$ cat src/lmsb_regs.vh
// Register offsets, field positions, reset values and timing constants of the LED matrix controller.
`ifndef LMSB_REGS_VH
`define LMSB_REGS_VH

// Register pages.
`define LMSB_PAGE_PWM 2'h1
`define LMSB_PAGE_MODE 2'h2
`define LMSB_PAGE_FUNC 2'h3

// Function page offsets.
`define LMSB_OFS_CONFIG 8'h00
`define LMSB_OFS_GCC 8'h01
`define LMSB_OFS_TIME_FIRST 8'h02
`define LMSB_OFS_TIME_LAST 8'h0d
`define LMSB_OFS_UPDATE 8'h0e
`define LMSB_OFS_PULLUP 8'h0f
`define LMSB_OFS_PULLDOWN 8'h10
`define LMSB_OFS_RESET 8'h11

// Field positions and codes.
`define LMSB_CFG_BEN_BIT 1
`define LMSB_RES_CODE_MSB 2
`define LMSB_UPDATE_KEY 8'h00
`define LMSB_MODE_PWM 2'h0

// Reset values.
`define LMSB_RST_BYTE 8'h00
`define LMSB_RST_CODE 3'h0
`define LMSB_RST_MODE 2'h0

// Matrix size and number of timing registers.
`define LMSB_COLS 12
`define LMSB_ROWS 8
`define LMSB_DOTS 96
`define LMSB_TIME_REGS 12

// Timing: clock rate and times in their own units.
`define LMSB_CLK_MHZ 50
`define LMSB_SCAN_US 128
`define LMSB_BLANK_US 8
`define LMSB_BREATH_UNIT_US 210000
`define LMSB_PWM_STEPS 256

`endif

$ cat src/lmsb_ctrl.v
// Top of the LED matrix controller: registers, shadowed breath timing, scan and per-dot PWM.
`include "lmsb_regs.vh"

module lmsb_ctrl #(
    parameter SCAN_CYC = `LMSB_SCAN_US * `LMSB_CLK_MHZ,
    parameter BREATH_UNIT_CYC = `LMSB_BREATH_UNIT_US * `LMSB_CLK_MHZ
) (
    input wire core_clk, // System clock, 50 MHz.
    input wire resetn, // Asynchronous reset, active low.
    input wire [1:0] reg_page, // Register page: PWM, mode or function.
    input wire [7:0] reg_addr, // Register offset inside the page.
    input wire [7:0] reg_wdata, // Write data.
    input wire reg_wr, // Write strobe, one cycle.
    input wire reg_rd, // Read strobe, one cycle.
    output reg [7:0] reg_rdata_q, // Read data, valid the cycle after the strobe.
    output reg [11:0] column_switch_sink_n_q, // Column switches, low sinks current.
    output reg [7:0] row_current_source_q, // Row current sources on.
    output reg [7:0] global_current_scale_q, // Current scale for all rows.
    output reg [2:0] column_pullup_code_q, // Column pull-up resistor select.
    output reg [2:0] row_pulldown_code_q, // Row pull-down resistor select.
    output reg breath_enable_q // Global breathing enable.
);

    localparam BLANK_CYC = `LMSB_BLANK_US * `LMSB_CLK_MHZ;
    localparam SUB_CYC = BREATH_UNIT_CYC / `LMSB_PWM_STEPS;

    integer i;

    // Per-dot storage and breath timing storage.
    reg [7:0] pwm_mem [0:`LMSB_DOTS-1];
    reg [1:0] mode_mem [0:`LMSB_DOTS-1];
    reg [7:0] shadow_q [0:`LMSB_TIME_REGS-1];
    reg [7:0] active_q [0:`LMSB_TIME_REGS-1];

    reg [23:0] sub_cnt_q;
    reg sub_tick_q;
    reg restart_q;
    reg ben_prev_q;

    wire [3:0] col;
    wire slot_on;
    wire [7:0] step;
    wire [7:0] level [0:2];
    wire [7:0] duty [0:`LMSB_ROWS-1];

    // Register port decode.
    wire page_func = (reg_page == `LMSB_PAGE_FUNC);
    wire dot_ok = (reg_addr[3] == 1'b0) && (reg_addr[7:4] < `LMSB_COLS);
    wire [6:0] dot_idx = {reg_addr[7:4], 3'b000} + {4'h0, reg_addr[2:0]};
    wire wr_pwm = reg_wr && (reg_page == `LMSB_PAGE_PWM) && dot_ok;
    wire wr_mode = reg_wr && (reg_page == `LMSB_PAGE_MODE) && dot_ok;
    wire wr_time = reg_wr && page_func && (reg_addr >= `LMSB_OFS_TIME_FIRST) && (reg_addr <= `LMSB_OFS_TIME_LAST);
    wire [3:0] time_idx = reg_addr[3:0] - 4'h2;
    wire upd = reg_wr && page_func && (reg_addr == `LMSB_OFS_UPDATE) && (reg_wdata == `LMSB_UPDATE_KEY);
    wire soft_clr = reg_rd && page_func && (reg_addr == `LMSB_OFS_RESET);

    // defaults at power-up
    // Per-dot PWM and mode memories, cleared by reset and by the read-to-reset register.
    always @(posedge core_clk or negedge resetn)
    begin
        if (!resetn)
        begin
            for (i = 0; i < `LMSB_DOTS; i = i + 1)
            begin
                pwm_mem[i] <= `LMSB_RST_BYTE;
                mode_mem[i] <= `LMSB_RST_MODE;
            end
        end
        else if (soft_clr)
        begin
            for (i = 0; i < `LMSB_DOTS; i = i + 1)
            begin
                pwm_mem[i] <= `LMSB_RST_BYTE;
                mode_mem[i] <= `LMSB_RST_MODE;
            end
        end
        else
        begin
            if (wr_pwm)
                pwm_mem[dot_idx] <= reg_wdata;
            if (wr_mode)
                mode_mem[dot_idx] <= reg_wdata[1:0];
        end
    end

    // shadow timing writes
    // Shadow timing registers take host writes; active copies change only on the update strobe or a read of the reset register.
    always @(posedge core_clk or negedge resetn)
    begin
        if (!resetn)
        begin
            for (i = 0; i < `LMSB_TIME_REGS; i = i + 1)
            begin
                shadow_q[i] <= `LMSB_RST_BYTE;
                active_q[i] <= `LMSB_RST_BYTE;
            end
        end
        else if (soft_clr)
        begin
            for (i = 0; i < `LMSB_TIME_REGS; i = i + 1)
            begin
                shadow_q[i] <= `LMSB_RST_BYTE;
                active_q[i] <= `LMSB_RST_BYTE;
            end
        end
        else
        begin
            if (wr_time)
                shadow_q[time_idx] <= reg_wdata;
            if (upd)
            begin
                for (i = 0; i < `LMSB_TIME_REGS; i = i + 1)
                    active_q[i] <= shadow_q[i];
            end
        end
    end

    // Function page control registers.
    always @(posedge core_clk or negedge resetn)
    begin
        if (!resetn)
        begin
            breath_enable_q <= 1'b0;
            global_current_scale_q <= `LMSB_RST_BYTE;
            column_pullup_code_q <= `LMSB_RST_CODE;
            row_pulldown_code_q <= `LMSB_RST_CODE;
        end
        else if (soft_clr)
        begin
            breath_enable_q <= 1'b0;
            global_current_scale_q <= `LMSB_RST_BYTE;
            column_pullup_code_q <= `LMSB_RST_CODE;
            row_pulldown_code_q <= `LMSB_RST_CODE;
        end
        else if (reg_wr && page_func)
        begin
            case (reg_addr)
                `LMSB_OFS_CONFIG: breath_enable_q <= reg_wdata[`LMSB_CFG_BEN_BIT];
                `LMSB_OFS_GCC: global_current_scale_q <= reg_wdata;
                `LMSB_OFS_PULLUP: column_pullup_code_q <= reg_wdata[`LMSB_RES_CODE_MSB:0];
                `LMSB_OFS_PULLDOWN: row_pulldown_code_q <= reg_wdata[`LMSB_RES_CODE_MSB:0];
                default: breath_enable_q <= breath_enable_q;
            endcase
        end
    end

    // Read data: timing and update registers are write-only and read as zero.
    always @(posedge core_clk or negedge resetn)
    begin
        if (!resetn)
            reg_rdata_q <= 8'h00;
        else if (reg_rd)
        begin
            reg_rdata_q <= 8'h00;
            if (reg_page == `LMSB_PAGE_PWM && dot_ok)
                reg_rdata_q <= pwm_mem[dot_idx];
            else if (reg_page == `LMSB_PAGE_MODE && dot_ok)
                reg_rdata_q <= {6'h00, mode_mem[dot_idx]};
            else if (page_func)
            begin
                case (reg_addr)
                    `LMSB_OFS_CONFIG: reg_rdata_q <= {6'h00, breath_enable_q, 1'b0};
                    `LMSB_OFS_GCC: reg_rdata_q <= global_current_scale_q;
                    `LMSB_OFS_PULLUP: reg_rdata_q <= {5'h00, column_pullup_code_q};
                    `LMSB_OFS_PULLDOWN: reg_rdata_q <= {5'h00, row_pulldown_code_q};
                    default: reg_rdata_q <= 8'h00;
                endcase
            end
        end
    end

    // Breath time base: one tick per 256th of the 0.21 s unit, and restart on enable or update.
    always @(posedge core_clk or negedge resetn)
    begin
        if (!resetn)
        begin
            sub_cnt_q <= 24'h000000;
            sub_tick_q <= 1'b0;
            restart_q <= 1'b0;
            ben_prev_q <= 1'b0;
        end
        else
        begin
            ben_prev_q <= breath_enable_q;
            restart_q <= upd || (breath_enable_q && !ben_prev_q);
            if (sub_cnt_q == SUB_CYC[23:0] - 24'h000001)
            begin
                sub_cnt_q <= 24'h000000;
                sub_tick_q <= 1'b1;
            end
            else
            begin
                sub_cnt_q <= sub_cnt_q + 24'h000001;
                sub_tick_q <= 1'b0;
            end
        end
    end

    lmsb_scan #(
        .SCAN_CYC(SCAN_CYC),
        .BLANK_CYC(BLANK_CYC)
    ) u_scan (
        .core_clk(core_clk),
        .resetn(resetn),
        .col_q(col),
        .slot_on_q(slot_on),
        .step_q(step)
    );

    // Three breathing profiles, each driven by its own four active timing registers.
    genvar g;
    generate
        for (g = 0; g < 3; g = g + 1)
        begin : g_prof
            lmsb_breath u_breath (
                .core_clk(core_clk),
                .resetn(resetn),
                .sub_tick(sub_tick_q),
                .restart(restart_q),
                .run(breath_enable_q),
                .rise_code(active_q[4*g][7:5]),
                .hold_code(active_q[4*g][4:1]),
                .fall_code(active_q[4*g+1][7:5]),
                .off_code(active_q[4*g+1][4:1]),
                .end_on(active_q[4*g+2][6]),
                .begin_sel(active_q[4*g+2][5:4]),
                .loop_total({active_q[4*g+2][3:0], active_q[4*g+3]}),
                .level_q(level[g])
            );
        end
    endgenerate

    // Per-row duty for the dot on the current column; breathing scales the PWM value.
    genvar r;
    generate
        for (r = 0; r < `LMSB_ROWS; r = r + 1)
        begin : g_row
            localparam [6:0] ROW_IDX = r;
            wire [6:0] idx = {col, 3'b000} + ROW_IDX;
            wire [1:0] md = mode_mem[idx];
            wire [7:0] pw = pwm_mem[idx];
            wire [7:0] lv = (md == 2'h1) ? level[0] : (md == 2'h2) ? level[1] : level[2];
            wire [15:0] prod = pw * lv;
            assign duty[r] = (md == `LMSB_MODE_PWM || !breath_enable_q) ? pw : prod[15:8];
        end
    endgenerate

    // Output drive: one column low while its slot is on, rows on for duty of 256 steps.
    always @(posedge core_clk or negedge resetn)
    begin
        if (!resetn)
        begin
            column_switch_sink_n_q <= 12'hfff;
            row_current_source_q <= 8'h00;
        end
        else
        begin
            for (i = 0; i < `LMSB_COLS; i = i + 1)
                column_switch_sink_n_q[i] <= !(slot_on && (col == i));
            for (i = 0; i < `LMSB_ROWS; i = i + 1)
                row_current_source_q[i] <= slot_on && (step < duty[i]);
        end
    end

endmodule

$ cat src/lmsb_scan.v
// Column scan timer: slot, blanking gap and PWM step counter.
`include "lmsb_regs.vh"

module lmsb_scan #(
    parameter SCAN_CYC = 6400,
    parameter BLANK_CYC = 400
) (
    input wire core_clk, // System clock.
    input wire resetn, // Asynchronous reset, active low.
    output reg [3:0] col_q, // Current column index.
    output reg slot_on_q, // High during the column on time.
    output reg [7:0] step_q // PWM step inside the slot.
);

    localparam STEP_CYC = SCAN_CYC / `LMSB_PWM_STEPS;

    reg [15:0] sub_q;
    reg [15:0] blank_q;

    // Each slot runs 256 PWM steps, then a blank gap, then advances the column.
    always @(posedge core_clk or negedge resetn)
    begin
        if (!resetn)
        begin
            col_q <= 4'h0;
            slot_on_q <= 1'b1;
            step_q <= 8'h00;
            sub_q <= 16'h0000;
            blank_q <= 16'h0000;
        end
        else if (slot_on_q)
        begin
            if (sub_q == STEP_CYC[15:0] - 16'h0001)
            begin
                sub_q <= 16'h0000;
                step_q <= step_q + 8'h01;
                if (step_q == 8'hff)
                    slot_on_q <= 1'b0;
            end
            else
                sub_q <= sub_q + 16'h0001;
        end
        else
        begin
            if (blank_q == BLANK_CYC[15:0] - 16'h0001)
            begin
                blank_q <= 16'h0000;
                slot_on_q <= 1'b1;
                col_q <= (col_q == `LMSB_COLS - 1) ? 4'h0 : col_q + 4'h1;
            end
            else
                blank_q <= blank_q + 16'h0001;
        end
    end

endmodule

$ cat src/lmsb_breath.v
// One automatic breathing profile: rise, hold, fall and off phases with loop counting.
`include "lmsb_regs.vh"

module lmsb_breath (
    input wire core_clk, // System clock.
    input wire resetn, // Asynchronous reset, active low.
    input wire sub_tick, // One 256th of a breathing time unit.
    input wire restart, // Restart the loop at its begin phase.
    input wire run, // Breathing enabled.
    input wire [2:0] rise_code, // Rise time code.
    input wire [3:0] hold_code, // Hold-on time code.
    input wire [2:0] fall_code, // Fall time code.
    input wire [3:0] off_code, // Off time code.
    input wire end_on, // Loop ends in the on state.
    input wire [1:0] begin_sel, // Phase the loop begins in.
    input wire [11:0] loop_total, // Loop count, zero is endless.
    output reg [7:0] level_q // Brightness level of the profile.
);

    localparam S_RISE = 5'b00001;
    localparam S_HOLD = 5'b00010;
    localparam S_FALL = 5'b00100;
    localparam S_OFF = 5'b01000;
    localparam S_STOP = 5'b10000;

    reg [4:0] state_q;
    reg [18:0] cnt_q;
    reg [11:0] loops_q;
    reg extra_q;
    reg stop_on_q;
    reg [3:0] ex;
    reg zero_dur;
    reg [4:0] begin_state;
    wire [18:0] dur;
    wire [18:0] shifted;
    wire last_loop;

    // Phase length in sub ticks is 256 times a power of two; zero codes skip hold and off.
    always @*
    begin
        ex = 4'h0;
        zero_dur = 1'b0;
        case (state_q)
            S_RISE: ex = {1'b0, rise_code};
            S_FALL: ex = {1'b0, fall_code};
            S_HOLD:
            begin
                zero_dur = (hold_code == 4'h0);
                ex = (hold_code > 4'h8) ? 4'h7 : hold_code - 4'h1;
            end
            S_OFF:
            begin
                zero_dur = (off_code == 4'h0);
                ex = (off_code > 4'ha) ? 4'h9 : off_code - 4'h1;
            end
            default: ex = 4'h0;
        endcase
        case (begin_sel)
            2'h0: begin_state = S_RISE;
            2'h1: begin_state = S_HOLD;
            2'h2: begin_state = S_FALL;
            default: begin_state = S_OFF;
        endcase
    end

    assign dur = 19'h00100 << ex;
    assign shifted = cnt_q >> ex;
    assign last_loop = (loop_total != 12'h000) && (loops_q + 12'h001 == loop_total);

    // Phase sequencing and loop counting; a loop is counted at the end of each fall.
    always @(posedge core_clk or negedge resetn)
    begin
        if (!resetn)
        begin
            state_q <= S_RISE;
            cnt_q <= 19'h00000;
            loops_q <= 12'h000;
            extra_q <= 1'b0;
            stop_on_q <= 1'b0;
        end
        else if (restart || !run)
        begin
            state_q <= begin_state;
            cnt_q <= 19'h00000;
            loops_q <= 12'h000;
            extra_q <= 1'b0;
            stop_on_q <= 1'b0;
        end
        else if (state_q != S_STOP && (zero_dur || (sub_tick && cnt_q == dur - 19'h00001)))
        begin
            cnt_q <= 19'h00000;
            case (state_q)
                S_RISE:
                begin
                    state_q <= extra_q ? S_STOP : S_HOLD;
                    stop_on_q <= extra_q;
                end
                S_HOLD: state_q <= S_FALL;
                S_FALL:
                begin
                    loops_q <= loops_q + 12'h001;
                    if (last_loop && !end_on)
                        state_q <= S_STOP;
                    else
                        state_q <= S_OFF;
                    if (last_loop && end_on)
                        extra_q <= 1'b1;
                end
                S_OFF: state_q <= S_RISE;
                default: state_q <= S_STOP;
            endcase
        end
        else if (sub_tick && state_q != S_STOP)
            cnt_q <= cnt_q + 19'h00001;
    end

    // Output level follows the phase: ramps in rise and fall.
    always @(posedge core_clk or negedge resetn)
    begin
        if (!resetn)
            level_q <= 8'h00;
        else if (!run)
            level_q <= 8'h00;
        else
        begin
            case (state_q)
                S_RISE: level_q <= shifted[7:0];
                S_HOLD: level_q <= 8'hff;
                S_FALL: level_q <= 8'hff - shifted[7:0];
                S_OFF: level_q <= 8'h00;
                default: level_q <= stop_on_q ? 8'hff : 8'h00;
            endcase
        end
    end

endmodule

$ cat config.mk
export PLATFORM = sky130hd
export DESIGN_NAME = lmsb_ctrl
export DESIGN_NICKNAME = d
export VERILOG_FILES = /design/src/lmsb_ctrl.v /design/src/lmsb_scan.v /design/src/lmsb_breath.v
export VERILOG_INCLUDE_DIRS = /design/src
export SDC_FILE = /design/constraint.sdc
export NUM_CORES = 2
export LEC_CHECK = 0
export ABC_AREA = 1
export BUFFER_PORTS_ARGS = -buffer_cell sky130_fd_sc_hd__buf_2
export CORE_MARGIN = 2
export CORE_UTILIZATION = 33
export CTS_CLUSTER_SIZE = 16
export DETAILED_ROUTE_END_ITERATION = 7
export PLACE_DENSITY = 0.5
export SLEW_MARGIN = 20
export SYNTH_ARGS = -nofsm -noshare
export SYNTH_HDL_FRONTEND = slang
export SYNTH_SLANG_ARGS = --single-unit
$ cat constraint.sdc
create_clock -name core_clk -period 18.3 [get_ports core_clk]
set_input_delay 2.745 -clock core_clk [delete_from_list [all_inputs] [get_ports core_clk]]
set_output_delay 2.745 -clock core_clk [all_outputs]
set_load 0.03 [all_outputs]
* Yosys cells after proc, flatten, opt, wreduce, memory -nomap -nowiden
Cells that the tools add are included.
Widths: inputs -> output; s select.
** Operators by class
- $lt $le $gt $ge :: 29
- Multiply operators :: 8
- Bitwise operators :: 12
- Muxes and demuxes :: 198
- Equality and inequality tests :: 66
- Shift operators :: 6
- Add/subtract/negate cells :: 32
- Reduce and logical (&&, ||, !) cells :: 147
** Operator list (count)
- $mux 768 :: 2
- $bwmux 768 :: 1
- $bmux 8 s7 :: 9
- $mux 8 :: 56
- $mux 192 :: 2
- $mux 96 :: 4
- $bwmux 192 :: 1
- $mux 19 :: 9
- $mul 8x8->16 :: 8
- $pmux 8 s4 :: 4
- $bmux 2 s7 :: 9
- $mux 12 :: 9
- $bwmux 96 :: 1
- $ge 8x8->1 const B :: 9
- $not 7->8 :: 9
- $lt 8x8->1 :: 8
- $mux 5 :: 12
- $pmux 5 s4 :: 3
- $add 19x1->19 const B :: 3
- $eq 19x19->1 :: 3
- $shl 9x4->19 const A :: 3
- $shr 19x4->8 :: 3
- $sub 19x1->19 const B :: 3
- $demux 8 s7 :: 1
- other kinds (62) :: 326
** Word-level totals
- Register bits after elaboration :: 1402
- Logic and storage cells :: 748
- Output and inout port bits :: 43
- Input port bits :: 22

* Logic depth before layout (Yosys ltp)
- Depth after elaboration :: 12
- Depth in mapped cells :: 40
- Depth with buffers taken out :: 38

* Modules after synthesis
A second synthesis with hierarchy kept.
** Second synthesis, totals
- Cells, all modules :: 12042
- Area total of the unflattened synthesis :: 93080.5 µm²
** Modules (own cells, without submodules)
- lmsb_ctrl :: area each 77981.0 µm², cells an instance 9754, seq. area each 30143.9 µm², instances 1
- lmsb_breath :: area each 4154.0 µm², cells an instance 639, seq. area each 1152.4 µm², instances 3
- lmsb_scan :: area each 2637.5 µm², cells an instance 371, seq. area each 1127.3 µm², instances 1

* Least setup slack after synthesis
Ideal clock, no wire load.
- Path kind :: flip-flop to flip-flop
- Start :: register u_scan.col_q[1]
- End :: register row_current_source_q[0]
- Arrival time :: 6.407 ns
- Period minus slack after synthesis :: 6.484 ns
- Cell stages (with the launch flop) :: 36
- Path buffers :: 6
- Slack :: 11.816 ns
- Library setup time :: 0.077 ns
- Data required time :: 18.223 ns
- Cells stage by stage :: dfrtp_1 -> buf_4 -> inv_2 -> buf_4 -> buf_2 -> buf_2 -> clkbuf_1 -> clkbuf_1 -> a21oi_1 -> o21ai_0 -> o21ai_0 -> nand2_1 -> nand3_1 -> or2_2 -> fa_1 -> fa_1 -> inv_1 -> fa_1 -> inv_1 -> fa_1 -> inv_1 -> ha_1 -> nand2_1 -> nor2_1 -> a211oi_1 -> nand2_1 -> nand2_1 -> nand2_1 -> a21o_1 -> or2_1 -> nand3_1 -> nand2_1 -> ha_1 -> a211oi_1 -> o21ai_0 -> a21oi_1
** On the way
- Longest elaborated chain between the ends :: 11
- Elaborated cells between the ends (all ways) :: 17
- Those cells by class :: mul: 1; order compare: 1; eq/ne: 2; mux: 9; bitwise: 1; reduce/logical: 3
** Ends and longest elaborated chain
- from (decl) :: RTL line lmsb_scan.v:10 : output reg [3:0] col_q,
- from (signal assigned) :: RTL line lmsb_scan.v:49 : col_q <= (col_q == `LMSB_COLS - 1) ? 4'h0 : col_q + 4'h1;
- $not 7->8 (not written as such) (*) :: RTL line lmsb_ctrl.v:240, lmsb_ctrl.v:241
- $bmux 2 s7 :: RTL line lmsb_ctrl.v:240 : wire [1:0] md = mode_mem[idx];
- $mux 2 (not written as such) (2 in series) :: RTL line lmsb_ctrl.v:240
- $eq 2x2->1 :: RTL line lmsb_ctrl.v:242 : wire [7:0] lv = (md == 2'h1) ? level[0] : (md == 2'h2) ? level[1] : level[2];
- $mux 8 (2 in series) :: RTL line lmsb_ctrl.v:242
- $mul 8x8->16 :: RTL line lmsb_ctrl.v:243 : wire [15:0] prod = pw * lv;
- $mux 8 (*) :: RTL line lmsb_ctrl.v:244 : assign duty[r] = (md == `LMSB_MODE_PWM || !breath_enable_q) ? pw : prod[15:8];
- $lt 8x8->1 (*) :: RTL line lmsb_ctrl.v:261 : row_current_source_q[i] <= slot_on && (step < duty[i]);
- $logic_and 1x1->1 (*) :: RTL line lmsb_ctrl.v:261
- to (signal, indexed assignment) :: RTL line lmsb_ctrl.v:261
- to (decl) :: RTL line lmsb_ctrl.v:17 : output reg [7:0] row_current_source_q,
Every way passes the cells marked *; elsewhere a longest branch is shown, timed or not. The select of a mux whose other input is x is not followed.
A chain may end at the register's enable or synchronous reset.

* Worst setup path after layout
- Start :: register u_scan.col_q[0]
- End :: register row_current_source_q[5]
** On the way
- Longest elaborated chain between the ends :: 12
- Elaborated cells between the ends (all ways) :: 18
- Those cells by class :: add/sub: 1; mul: 1; order compare: 1; eq/ne: 2; mux: 9; bitwise: 1; reduce/logical: 3
** Ends and longest elaborated chain
- $add 7x3->7 (*) :: RTL line lmsb_ctrl.v:239 : wire [6:0] idx = {col, 3'b000} + ROW_IDX;
- $not 7->8 (not written as such) (*) :: RTL line lmsb_ctrl.v:240, lmsb_ctrl.v:241
- $bmux 2 s7 :: RTL line lmsb_ctrl.v:240
- $mux 2 (not written as such) (2 in series) :: RTL line lmsb_ctrl.v:240
- $eq 2x2->1 :: RTL line lmsb_ctrl.v:242
- $mux 8 (2 in series) :: RTL line lmsb_ctrl.v:242
- $mul 8x8->16 :: RTL line lmsb_ctrl.v:243
- $mux 8 (*) :: RTL line lmsb_ctrl.v:244
- $lt 8x8->1 (*) :: RTL line lmsb_ctrl.v:261
- $logic_and 1x1->1 (*) :: RTL line lmsb_ctrl.v:261
Marks and branches as above.

==> results.tsv <==
metric	value	unit
status	complete, but fails checks	
violated checks	DRC	
path category of the worst min-delay check	flop to flop	
DR WL/cell	26.9	um
Leakage Power	51.4	nW
die boundary height	536	um
xor/xnor share of the synthesized area	1.46	%
total number of clock tree sinks	1387	
register area	0.0347	mm^2
clock tree from TritonCTS	yes	
number of cells produced by synthesis	12300	
Crit. End Element	flop	
number of setup violations in the final report	0	
dpl cell area	0.0973	mm^2
total wire length after detailed routing	430000	um
top library cells by usage in the layout, fill and taps aside	2064 x nand2_1, 2008 x inv_1, 1368 x dfrtp_1, 1305 x o22ai_1, 944 x nor2_1	
die area	0.287	mm^2
Post-synth EDFFs	0	
pin count of the biggest net entering global routing	161	
worst-margin pin slew	1320	ps
arrival time worst endpoint	10300	ps
asr flop ratio synth	100	%
most common cell after layout, fill and taps aside	nand2_1	
# port buffers	64	
fmax	104	MHz
power per cell area	76.1	mW/mm^2
crit-path most repeated cell	nand2_1	
signed area change from the synthesized netlist to the final layout	10.6	%
fin area	0.103	mm^2
number of max-cap violations	0	
vias after detailed routing	92800	
hold-fix buffers at CTS	0	
number of iterations in the first detailed-routing pass	8	
maximum level of the CTS H-tree	4	
clock-pin slew on the worst setup and hold paths	60	ps
simple-gate area share of the yosys netlist	18.1	%
DRC viols	23	
clock latency at the later pin of the worst-skew pair	920	ps
final weighted congestion of routability-driven global placement	1.01	
adder-cell share of the synthesized area	10.7	%
Peak VDD IR	70.1	uV
delay of the slowest cell on the worst path	760	ps
startpoint kind of the worst setup timing path	flop	
RSZ-0062 raised after global routing	no	
Cells after DPL	15600	
warning count from the yosys run	0	
distinct cell type count of the synthesized netlist	72	
die width	536	um
Final nets	12700	
worst slew slack as a fraction of its limit	12.3	%
area of the multi-input gates	0.0486	mm^2
deepest clock path buffer count	4	
number of cells upsized or downsized after cts	0	
number of global-route vias before repair	89400	
row count	195	
Final Non-Filler Cells	15900	
clock buffers created by TritonCTS	180	
share of final-layout standard cells stronger than drive strength 1	5.67	%
Seq/Total Area, Yosys	37.2	%
number of antenna violations at the first check in global routing	21	
first-iteration detailed-routing DRC count	12700	
Final Hold Viols	0	
post-synthesis mux area share	0.0107	%
post-CTS setup-driven buffer insertion count	0	
Syn Std Cell Area	0.0934	mm^2
effective utilization at floorplan	33.1	%
post-route minimum period	9580	ps
compound-cell area share of the yosys netlist	21.5	%
Seq cells post-synth	1387	
CTS root buffer	clkbuf_16	
number of ports placed on the die boundary	65	
post-detail-place hpwl	307000	um
max-slew violations	0	
post-route fraction of the period consumed by the critical path	52.4	%
Primary FF master, synth	dfrtp_1	
mean post-synth cell area	7.59	um^2
number of filler cells placed in the layout	29600	
Post-Syn Nets	13000	
detailed-route vias per instance	5.82	
total negative slack	0	ps
post-route worst hold slack	418	ps
Worst Clk Skew	125	ps
area of the core	0.282	mm^2
wire length of the first global-routing pass	624000	um
largest fanout of any net on the critical path	154	
GR Util All Layers	29.2	%
class of the most critical setup path	flop to flop	
antenna viol nets, final	0	
critical path's slowest cell	dfrtp_4	
WP data required	19020	ps
main combinational cell family by area after synthesis	compound AO/OA/AOI/OAI gates	
leftover overflow at the end of global routing	0	
-- final cells by class --
cell class              instances  area share, %
diodes                         10         0.0242
flip-flops and latches       1387           33.6
inverters                    2051           7.49
multi-input cells            8226           47.0
clock inverters                64          0.683
repair buffers                215           1.56
clock buffers                 252           5.04
well taps                    3743           4.53
-- worst max-delay path: cells and delay by family (launching register included) --
| kind | cells | cell delay, ps |
|---|---|---|
| AND/OR/NAND/NOR | 12 | 2180 |
| buffers and inverters | 7 | 2250 |
| AO/OA/AOI/OAI | 8 | 1550 |
| adder cells (fa/ha/maj) | 6 | 2450 |
| flip-flops | 1 | 760 |
-- flip-flops by register name, indices dropped and copies added, names as in the netlist, 12 cells and up --
register and cells:
u_scan.blank_q 16, active_q 87, g_prof.u_breath.cnt_q 57, g_prof.u_breath.level_q 24, column_switch_sink_n_q 12, g_prof.u_breath.state_q 15, sub_cnt_q 24, mode_mem 192
pwm_mem 768, shadow_q 87, g_prof.u_breath.loops_q 36, u_scan.sub_q 16
-- synth_stat cells, types with 33 or more instances --
library cell / number / area, um^2
a21oi_1: 779 / 3900
nor3_1: 93 / 465
buf_2: 70 / 350
o311ai_0: 39 / 342
buf_1: 80 / 300
nand3_1: 657 / 3290
nor2_1: 951 / 3570
nand4_1: 78 / 488
xor2_1: 130 / 1140
or2_2: 42 / 263
o21ai_0: 838 / 4190
dfrtp_1: 1371 / 34300
fa_1: 280 / 5610
o2111ai_1: 33 / 289
o21ai_1: 64 / 320
ha_1: 353 / 4420
o22ai_1: 1305 / 8160
nor4_1: 36 / 225
inv_1: 2013 / 7560
o211ai_1: 80 / 601
a221oi_1: 117 / 1020
nand2_1: 2076 / 7790
clkbuf_1: 460 / 1730
-- kinds of logic (layout without fill, tap and decap cells) --
family                   Yosys count  count (layout)
XOR/XNOR                         156             156
AND/OR/NAND/NOR                 4028            4028
AO/OA/AOI/OAI                   3408            3408
buffers and inverters           2692            2582
other                              0              10
multiplexers                       1               1
adder cells (fa/ha/maj)          633             633
flip-flops                      1387            1387
-- worst paths after layout --
kind	from	endpoint	slack, ps	depth (start not counted)
hold / removal	ben_prev_q	restart_q	420	1
min in group asynchronous	resetn	sub_cnt_q[22]	1780	1
hold reg to reg	ben_prev_q	restart_q	420	1
max in group asynchronous	resetn	row_current_source_q[0]	12880	4
setup / recovery	u_scan.col_q[0]	row_current_source_q[5]	8720	33
setup reg to reg	u_scan.col_q[0]	row_current_source_q[5]	8720	33
-- where the power goes --
group / switching (mW) / internal, mW
sequential: 0.0337 / 3.13
combinational: 0.752 / 0.269
clock: 1.53 / 2.15
total: 2.31 / 5.55
-- through the flow --
step                      power (mW)  util (%)  worst slack [ps]
after floorplan                 3.79         -             11820
after detailed placement        4.21      34.5              8910
after CTS                       7.88      36.6              8850
final                           7.86      36.6              8720
after global placement          4.20      34.5              9130
after global routing            8.11      36.6              8000
-- metal layers --
layer  wire [um]  track usage, %  part of all wire (%)  vias to the layer above
li1            -               -                     -                    41000
met1      177000            39.4                    41                    45900
met2      181000            42.7                    42                     5008
met3       45400            7.61                    11                      990
met4       25800            15.1                   6.0                       14
met5          96               0                 0.022                        -
Note: power is estimated with default switching activity, not from simulation.
